<file path="src/rtl/mul_div_pkg.sv">
// Overview of operation
// - multiplication mode gives the full 32-bit product of two unsigned 16-bit operands
// - division mode divides unsigned 32-bit dividend by 16-bit divisor, quotient and remainder
// - remainder_reg holds zero after multiplying and the remainder after dividing
// - remainder_reg is read by 8-bit or 16-bit access and ignores writes
// - reset clears remainder_reg to zero
// - starting an operation by setting op_run_bit clears remainder_reg
// - remainder_reg read while op_run_bit is set shows intermediate data
// - operand_result_reg is 32 bits, high and low halves, operand in and result out
// - a multiplication start clears operand_result_high
// - operand_result_reg read while running shows intermediate values
// - mode_select_bit at control bit 0: 0 divides, 1 multiplies
// - multiply uses low 16 bits of both registers, product fills all 32 bits
// - divide uses full operand_result_reg and divisor low 16 bits, writes quotient, remainder
// - operand_result_reg takes step results from the clock after start, every clock
// - operand_result halves are writable by 8-bit or 16-bit access, reset to zero
// - control holds op_run_bit at bit 7, mode at bit 0, others zero, resets zero
// - multiplication completes 16 clocks after start
// - division completes 32 clocks after start
// - on completion op_run_bit clears by itself and muldiv_done_irq is raised on the same clock
package mul_div_pkg;

    // byte addresses of the register set
    localparam logic [15:0] REMAINDER_ADDR = 16'hff60;
    localparam logic [15:0] OPERAND_RESULT_ADDR = 16'hff62;
    localparam logic [15:0] DIVISOR_MULT_ADDR = 16'hff66;
    localparam logic [15:0] CONTROL_ADDR = 16'hff68;

    // byte indices relative to REMAINDER_ADDR
    localparam int BYTE_COUNT = 9;
    localparam int REM_IDX = 0;
    localparam int OPERAND_IDX = 2;
    localparam int DIVISOR_IDX = 6;
    localparam int CONTROL_IDX = 8;

    // control register fields
    localparam int RUN_BIT = 7;
    localparam int MODE_BIT = 0;
    localparam logic MODE_DIV = 1'b0;
    localparam logic MODE_MULT = 1'b1;

    // values after reset
    localparam logic [31:0] OPERAND_RESULT_RESET = 32'h0000_0000;
    localparam logic [15:0] REMAINDER_RESET = 16'h0000;
    localparam logic [15:0] DIVISOR_RESET = 16'h0000;
    localparam logic [7:0] CONTROL_RESET = 8'h00;
    localparam logic [15:0] RDATA_RESET = 16'h0000;

    // step counts of one operation
    localparam int STEP_WIDTH = 6;
    localparam logic [5:0] MULT_CYCLES = 6'h10;
    localparam logic [5:0] DIV_CYCLES = 6'h20;

    // one cpu access: wide means a 16-bit access at an even address
    typedef struct packed {
        logic [15:0] addr;
        logic wr;
        logic rd;
        logic wide;
        logic [15:0] wdata;
    } bus_req_type;

    // working values passed through one arithmetic step
    typedef struct packed {
        logic [31:0] operand;
        logic [15:0] remainder;
    } step_data_type;

    typedef enum logic [1:0] {
        ST_IDLE = 2'b00,
        ST_MULT = 2'b01,
        ST_DIV = 2'b11
    } unit_state_type;

endpackage

</file>
<file path="src/rtl/mul_div_unit.sv">
`timescale 1ns/100ps
// memory-mapped 16x16 multiplier and 32/16 divider
module mul_div_unit (
    // clock and reset
    input wire logic ref_clk_in,
    input wire logic rst_b_in,
    // cpu access
    input wire mul_div_pkg::bus_req_type bus_req_in,
    output logic [15:0] bus_rdata_out,
    output logic bus_rvalid_out,
    // status
    output logic run_status_out,
    output logic muldiv_done_irq_out
);

    // declared first: the byte decode below is sized by it
    localparam int BYTE_COUNT_L = mul_div_pkg::BYTE_COUNT;

    // architectural registers
    logic [31:0] operand_result_reg;
    logic [15:0] remainder_reg;
    logic [15:0] divisor_multiplier_reg;
    logic mode_select_bit;
    mul_div_pkg::unit_state_type state;

    // next values
    logic [31:0] next_operand_result;
    logic [15:0] next_remainder;
    logic [15:0] next_divisor;
    logic next_mode;
    mul_div_pkg::unit_state_type next_state;
    logic next_done;
    logic [15:0] next_rdata;

    // decode
    logic [15:0] offset;
    logic [BYTE_COUNT_L-1:0] byte_we;
    logic [7:0] wbyte [BYTE_COUNT_L];
    logic [8*BYTE_COUNT_L-1:0] all_bytes;
    logic op_run_bit;
    logic ctrl_we;
    logic start;
    logic stop;
    logic step_active;
    logic step_last;
    logic mult_start;
    logic [5:0] step_limit;
    logic [31:0] base_operand;
    logic [15:0] base_divisor;
    mul_div_pkg::step_data_type step_cur;
    mul_div_pkg::step_data_type step_next;
    logic [7:0] rd_lo;
    logic [7:0] rd_hi;

    // a byte is hit by a narrow access at its address or a wide aligned one
    function automatic logic byte_hit(input logic [15:0] offs,
                                      input logic wide,
                                      input logic [15:0] idx);
        logic hit;
        hit = 1'b0;
        if (wide) begin
            hit = (offs[0] == 1'b0) && (offs[15:1] == idx[15:1]);
        end else begin
            hit = (offs == idx);
        end
        return hit;
    endfunction

    // unmapped bytes read as zero
    function automatic logic [7:0] read_byte(input logic [15:0] offs,
                                             input logic [71:0] bytes);
        logic [7:0] val;
        val = 8'h00;
        if (offs < 16'(BYTE_COUNT_L)) begin
            val = bytes[offs[3:0]*8 +: 8];
        end
        return val;
    endfunction

    // offset wraps high for addresses below the block, which reads as a miss
    assign offset = 16'(bus_req_in.addr - mul_div_pkg::REMAINDER_ADDR);

    // per-byte write strobes and data lanes
    for (genvar i = 0; i < BYTE_COUNT_L; i++) begin : g_lane
        assign byte_we[i] = bus_req_in.wr &&
            byte_hit(offset, bus_req_in.wide, 16'(i));
        assign wbyte[i] = (bus_req_in.wide && (i % 2 == 1)) ?
            bus_req_in.wdata[15:8] : bus_req_in.wdata[7:0];
    end

    // byte image of the register set as software sees it
    assign op_run_bit = (state != mul_div_pkg::ST_IDLE);
    assign all_bytes = {
        op_run_bit, 6'h00, mode_select_bit,
        divisor_multiplier_reg,
        operand_result_reg,
        remainder_reg
    };

    // control writes: a one in the run bit starts, a zero stops
    assign ctrl_we = byte_we[mul_div_pkg::CONTROL_IDX];
    assign start = ctrl_we &&
        wbyte[mul_div_pkg::CONTROL_IDX][mul_div_pkg::RUN_BIT];
    assign stop = ctrl_we &&
        !wbyte[mul_div_pkg::CONTROL_IDX][mul_div_pkg::RUN_BIT];
    assign next_mode = ctrl_we ?
        wbyte[mul_div_pkg::CONTROL_IDX][mul_div_pkg::MODE_BIT] :
        mode_select_bit;
    assign mult_start = start && (next_mode == mul_div_pkg::MODE_MULT);

    // the start cycle only loads; stepping begins on the next clock
    assign step_active = op_run_bit && !start;
    assign step_limit = (state == mul_div_pkg::ST_MULT) ?
        mul_div_pkg::MULT_CYCLES :
        mul_div_pkg::DIV_CYCLES;

    // state: restart beats everything, a stop aborts, the last step ends
    assign next_state = start ?
        (mult_start ? mul_div_pkg::ST_MULT : mul_div_pkg::ST_DIV) :
        ((stop || step_last) ? mul_div_pkg::ST_IDLE : state);

    // a completion that meets a clearing write still counts as done
    assign next_done = step_last;

    // arithmetic step on the live registers
    assign step_cur.operand = operand_result_reg;
    assign step_cur.remainder = remainder_reg;

    // operand before software bytes: clear high on a multiply start
    assign base_operand = mult_start ?
        {16'h0000, operand_result_reg[15:0]} :
        (step_active ? step_next.operand : operand_result_reg);

    // software bytes land last; while running that spoils the result
    for (genvar k = 0; k < 4; k++) begin : g_operand_byte
        assign next_operand_result[8*k +: 8] =
            byte_we[mul_div_pkg::OPERAND_IDX + k] ?
            wbyte[mul_div_pkg::OPERAND_IDX + k] :
            base_operand[8*k +: 8];
    end

    // divisor register: plain byte writes only
    assign base_divisor = divisor_multiplier_reg;
    for (genvar k = 0; k < 2; k++) begin : g_divisor_byte
        assign next_divisor[8*k +: 8] =
            byte_we[mul_div_pkg::DIVISOR_IDX + k] ?
            wbyte[mul_div_pkg::DIVISOR_IDX + k] :
            base_divisor[8*k +: 8];
    end

    // remainder: cleared at start, then follows the step; no write path
    assign next_remainder = start ? mul_div_pkg::REMAINDER_RESET :
        (step_active ? step_next.remainder : remainder_reg);

    // read mux: a wide read at an odd address returns zero
    assign rd_lo = read_byte(offset, all_bytes);
    assign rd_hi = offset[0] ? 8'h00 :
        read_byte(16'(offset + 16'h0001), all_bytes);
    assign next_rdata = bus_req_in.wide ?
        {rd_hi, (offset[0] ? 8'h00 : rd_lo)} :
        {8'h00, rd_lo};

    // one step of either operation
    mul_div_step u_step (
        .mult_in(state == mul_div_pkg::ST_MULT),
        .cur_in(step_cur),
        .divisor_in(divisor_multiplier_reg),
        .next_out(step_next)
    );

    // step counter, cleared by every start
    step_counter #(
        .WIDTH(mul_div_pkg::STEP_WIDTH)
    ) u_counter (
        .ref_clk_in(ref_clk_in),
        .rst_b_in(rst_b_in),
        .clear_in(start),
        .enable_in(step_active),
        .limit_in(step_limit),
        .last_out(step_last)
    );

    // data registers
    always_ff @(posedge ref_clk_in or negedge rst_b_in) begin
        if (!rst_b_in) begin
            operand_result_reg <= mul_div_pkg::OPERAND_RESULT_RESET;
            remainder_reg <= mul_div_pkg::REMAINDER_RESET;
            divisor_multiplier_reg <= mul_div_pkg::DIVISOR_RESET;
        end else begin
            operand_result_reg <= next_operand_result;
            remainder_reg <= next_remainder;
            divisor_multiplier_reg <= next_divisor;
        end
    end

    // control state
    always_ff @(posedge ref_clk_in or negedge rst_b_in) begin
        if (!rst_b_in) begin
            state <= mul_div_pkg::ST_IDLE;
            mode_select_bit <= mul_div_pkg::CONTROL_RESET[0];
        end else begin
            state <= next_state;
            mode_select_bit <= next_mode;
        end
    end

    // outputs, all registered
    always_ff @(posedge ref_clk_in or negedge rst_b_in) begin
        if (!rst_b_in) begin
            bus_rdata_out <= mul_div_pkg::RDATA_RESET;
            bus_rvalid_out <= 1'b0;
            run_status_out <= 1'b0;
            muldiv_done_irq_out <= 1'b0;
        end else begin
            bus_rdata_out <= bus_req_in.rd ? next_rdata : bus_rdata_out;
            bus_rvalid_out <= bus_req_in.rd;
            run_status_out <= (next_state != mul_div_pkg::ST_IDLE);
            muldiv_done_irq_out <= next_done;
        end
    end

endmodule

</file>
<file path="src/rtl/mul_div_step.sv">
`timescale 1ns/100ps
// one shift-add or one restoring-subtract step, purely combinational
module mul_div_step (
    // control
    input wire logic mult_in,
    // working values
    input wire mul_div_pkg::step_data_type cur_in,
    input wire logic [15:0] divisor_in,
    output mul_div_pkg::step_data_type next_out
);

    logic [15:0] addend;
    logic [16:0] sum;
    logic [16:0] shifted;
    logic [16:0] diff;
    logic fits;

    // multiply: add b into the high half when the low lsb is set, then shift
    assign addend = cur_in.operand[0] ? divisor_in : 16'h0000;
    assign sum = {1'b0, cur_in.operand[31:16]} + {1'b0, addend};

    // divide: the partial remainder can reach 17 bits before the compare
    assign shifted = {cur_in.remainder, cur_in.operand[31]};
    assign fits = shifted >= {1'b0, divisor_in};
    assign diff = shifted - {1'b0, divisor_in};

    // a zero divisor always fits, so it just runs on to a meaningless answer
    assign next_out.operand = mult_in ?
        {sum, cur_in.operand[15:1]} :
        {cur_in.operand[30:0], fits};
    assign next_out.remainder = mult_in ?
        cur_in.remainder :
        (fits ? diff[15:0] : shifted[15:0]);

endmodule

</file>
<file path="src/rtl/step_counter.sv">
`timescale 1ns/100ps
// counts arithmetic steps and flags the final one
module step_counter #(
    parameter int WIDTH = mul_div_pkg::STEP_WIDTH
) (
    // clock and reset
    input wire logic ref_clk_in,
    input wire logic rst_b_in,
    // control
    input wire logic clear_in,
    input wire logic enable_in,
    input wire logic [WIDTH-1:0] limit_in,
    // status
    output logic last_out
);

    // the longest operation must fit in the counter
    if (WIDTH < mul_div_pkg::STEP_WIDTH) begin : g_width_check
        $error("step counter too narrow");
    end

    logic [WIDTH-1:0] count;
    logic [WIDTH-1:0] next_count;

    // a restart wins over a running count
    assign next_count = clear_in ? '0 :
        (enable_in ? WIDTH'(count + 1'b1) : count);
    assign last_out = enable_in && (count == WIDTH'(limit_in - 1'b1));

    always_ff @(posedge ref_clk_in or negedge rst_b_in) begin
        if (!rst_b_in) begin
            count <= '0;
        end else begin
            count <= next_count;
        end
    end

endmodule

</file>
<file path="config.mk">
export PLATFORM = sky130hd
export DESIGN_NAME = mul_div_unit
export DESIGN_NICKNAME = d
export VERILOG_FILES = /design/src/rtl/mul_div_pkg.sv /design/src/rtl/mul_div_unit.sv /design/src/rtl/mul_div_step.sv /design/src/rtl/step_counter.sv
export SDC_FILE = /design/constraint.sdc
export NUM_CORES = 1
export LEC_CHECK = 0
export BUFFER_PORTS_ARGS = -buffer_cell sky130_fd_sc_hd__buf_2
export CAP_MARGIN = 20
export CORE_UTILIZATION = 60
export DETAILED_ROUTE_END_ITERATION = 8
export GPL_ROUTABILITY_DRIVEN = 0
export GPL_TIMING_DRIVEN = 0
export HOLD_SLACK_MARGIN = 0.05
export PLACE_DENSITY_LB_ADDON = 0.12
export SYNTH_ARGS = -nofsm -noshare
export SYNTH_HDL_FRONTEND = slang
export SYNTH_SLANG_ARGS = --single-unit
export TNS_END_PERCENT = 5
</file>
<file path="constraint.sdc">
create_clock -name ref_clk_in -period 9 [get_ports ref_clk_in]
set_input_delay 1.35 -clock ref_clk_in [delete_from_list [all_inputs] [get_ports ref_clk_in]]
set_output_delay 1.35 -clock ref_clk_in [all_outputs]
set_load 0.005 [all_outputs]
</file>
==> flow_metrics.py <==
metrics = {
    "run_status": {
        "status": "complete, no violations",
    },
    "timing": {
        "slew_headroom_pct": 18.5,
        "rsz0062_at_grt": "false",
        "drv_slew": 0,
        "totalNegativeSetupSlack_ns": 0,
        "finalCritPeriodShare_pct": 50.8,
        "layout_setup_ws_ns": 4.43,
        "hold_viol": 0,
        "period_minus_slack_ns": 4.57,
        "fin_worst_skew_ns": 0.0110,
        "max_slew.worst_pin.slew_ns": 1.21,
        "whs_ns": 0.491,
        "fmax_mhz": 219,
        "finalSetupViolations": 0,
    },
    "setup_path": {
        "cp_slowest_stage_delay_ns": 0.94,
        "crit_path_top_delay_cell": "mux2i_1",
        "critPathTopFamily": "multiplexers",
        "critical_path_peak_fanout": 10,
        "reg2reg_slack_ns": 5.33,
        "worstPathRequired_ns": 9.27,
        "cp_num_buf_inv": 3,
        "path_class": "input pin to flip-flop",
        "path_cells": "buf_2 > clkbuf_1 > inv_1 > ha_1 > nor2b_1 > nand4_1 > a211o_1 > nor4b_4 > mux2i_1 > a22o_1 > a211oi_1 > a21oi_1",
        "critPathLaunchType": "input pin",
        "end_kind": "flip-flop",
        "crit_arrival_ns": 4.83,
    },
    "drt": {
        "viasPerCell": 6.62,
        "wirelength_um": 23000,
        "antenna_left": 0,
        "drc": 0,
        "wl_per_cell_um": 21.2,
        "firstDrtPassIters": 5,
        "drtIter0Drc": 812,
        "via_count": 7164,
    },
    "synthesis": {
        "syn_area_per_cell_um2": 8.91,
        "ys.warnings.count": 0,
        "synth_fa_ha_area_share_pct": 7.33,
        "syn_nets": 927,
        "synthesis.area_um2": 7550,
        "yosys-top-cells-area": "dfrtp_1, mux4_2, ha_1, mux2i_1, nand2_1",
        "synth_flop_cell": "dfrtp_1",
        "synth_top_family_by_area": "compound AO/OA/AOI/OAI gates",
        "synth_compound_area_share_pct": 18.7,
        "synth_edf_count": 0,
        "synth.ff_latch_count": 92,
        "synth_top_cell_by_area": "dfrtp_1",
        "async_reset_ff_share_pct": 100,
        "synth.distinct_cells": 59,
        "synth_mux_area_share_pct": 17.7,
        "seq_area_frac_synth_pct": 30.5,
        "synth_top_area_share_pct": 30.5,
        "synth_xor_area_share_pct": 4.51,
        "synth-simple-area-share_pct": 16.5,
        "synth_cells": 847,
    },
    "place": {
        "io_buffer_count": 52,
        "dp_hpwl_um": 17900,
        "dpl_cell_area_um2": 8050,
        "place_ws_ns": 4.18,
    },
    "job": {
        "max-cap-violations": 0,
    },
    "floorplan": {
        "rows": 40,
        "fp.dieArea_um2": 13000,
        "die_h_um": 114,
        "die_w_um": 114,
        "start_util_pct": 62.3,
        "core_region_area_um2": 12100,
        "ios": 56,
    },
    "global_routing": {
        "grt_util_all_layers_pct": 36.8,
        "grt_start_max_net_pins": 65,
        "grt_pass1_vias": 6753,
        "grt_antenna_before_repair": 0,
        "grt_overflow_total": 0,
        "grt_pass1_wl_um": 35900,
    },
    "power": {
        "ir_drop_mv": 0.0665,
        "p_leak_nw": 3.50,
        "p_per_area_nw_per_um2": 104,
    },
    "min_path": {
        "holdCritPathClass": "flip-flop to flip-flop",
    },
    "clock_tree": {
        "worstSkewPairLatency_ns": 0.35,
        "cts_buffer_depth": 2,
        "cts_tree": "yes",
        "ctsHtreeMaxLevel": 3,
        "cts_resized": 0,
        "cts_buffers": 9,
        "clkSinkCount": 92,
        "post_cts_buffers": 0,
        "clk_pin_slew_ns": 0.06,
        "cts_hold_buf": 0,
        "cts-root-buf": "clkbuf_16",
    },
    "cells_and_area": {
        "antenna_cells": 0,
        "largest_register_ffs": 32,
        "area_growth_syn_to_layout_pct": 10.1,
        "fillers": 1004,
        "layout-drive-gt1-share_pct": 14.1,
        "final_cell_area_um2": 8310,
        "nNetsFinal": 991,
    },
}
[cell type report]
class	count	area (µm²)	share of cell area, %
Clock inverter	2	12.5	0.151
Timing Repair Buffer	53	290	3.50
Buffer	45	186	2.24
Clock buffer	12	246	2.97
Tap cell	168	210	2.53
Multi-Input combinational cell	665	4890	58.9
Sequential cell	92	2300	27.7
Inverter	45	169	2.03
[through the flow]
step	cells	total power [mW]	util, %
floorplan	847	0.486	-
global placement	1067	0.523	66.2
detailed placement	1068	0.527	66.4
CTS	1082	0.866	68.6
global route	1082	0.891	68.6
finish	1082	0.865	68.6
[kinds of logic after synthesis]
| family | count (synthesis) |
|---|---|
| AND/OR/NAND/NOR | 266 |
| adder cells (fa/ha/maj) | 43 |
| XOR/XNOR | 38 |
| flip-flops | 92 |
| multiplexers | 92 |
| AO/OA/AOI/OAI | 226 |
| buffers and inverters | 90 |
[worst reg2reg max path: stages (launching register included)]
cell and delay (ns):
dfrtp_1 0.37, clkbuf_1 0.27, clkbuf_1 0.29, and2_1 0.20, ha_1 0.23, fa_1 0.44, a211oi_1 0.33, o21bai_1 0.20
a21oi_1 0.28, o21bai_1 0.12, a211o_1 0.30, a31oi_1 0.15, o21ai_0 0.09, mux2_2 0.28
[final timing paths]
| check | start | endpoint | depth (start not counted) |
|---|---|---|---|
| worst max-delay path | bus_req_in[19] | operand_result_reg[28]$_DFFE_PN0P_ | 12 |
| worst min-delay path | mode_select_bit$_DFF_PN0_ | mode_select_bit$_DFF_PN0_ | 2 |
| worst max register to register | operand_result_reg[0]$_DFFE_PN0P_ | operand_result_reg[23]$_DFFE_PN0P_ | 13 |
| worst min register to register | mode_select_bit$_DFF_PN0_ | mode_select_bit$_DFF_PN0_ | 2 |
| max in group asynchronous | rst_b_in | remainder_reg[12]$_DFFE_PN0P_ | 2 |
| min in group asynchronous | rst_b_in | remainder_reg[7]$_DFFE_PN0P_ | 1 |
[power by group]
group / internal (mW) / switching, mW
combinational: 0.0404 / 0.0641
sequential: 0.415 / 0.00178
clock: 0.191 / 0.152
total: 0.647 / 0.218
[synthesized netlist by cell type (5+ instances only)]
| master | instances |
|---|---|
| a211oi_1 | 25 |
| o21bai_1 | 7 |
| nor2_1 | 63 |
| o21ai_0 | 47 |
| or2_2 | 6 |
| dfrtp_1 | 92 |
| clkbuf_1 | 28 |
| a22o_1 | 6 |
| xnor2_1 | 23 |
| mux2i_1 | 50 |
| nand2_1 | 99 |
| mux2_2 | 10 |
| nand3_1 | 17 |
| and2_1 | 19 |
| o31ai_1 | 5 |
| nor3_1 | 23 |
| buf_1 | 7 |
| ha_1 | 41 |
| or3_1 | 5 |
| nor2b_1 | 6 |
| inv_1 | 45 |
| a21o_1 | 7 |
| a31oi_1 | 7 |
| buf_2 | 8 |
| a21oi_1 | 69 |
| nand4_1 | 9 |
| nor4_1 | 5 |
| xor2_1 | 14 |
| o22ai_1 | 20 |
| mux4_2 | 32 |
[per-layer routing]
metal  global-route usage, %  share of wire (%)
met3                    6.35                 11
met1                    48.3                 39
met2                    58.9                 45
met5                       0                  0
met4                    18.8                4.8
[cell usage in the layout, fill, tap and decap left out, drive strengths merged, types with 7 or more instances in the layout]
master / instances
mux2: 10
dfrtp: 92
inv: 45
nand3: 17
mux4: 32
buf: 70
nand2: 99
nand4: 9
ha: 41
mux2i: 50
clkbuf: 40
a31oi: 7
o22ai: 20
a21oi: 70
nor3: 23
and2: 19
nor2: 63
o21bai: 7
a21o: 7
xor2: 15
o21ai: 48
xnor2: 23
a211oi: 25
Power figures use the tool's default switching activity.
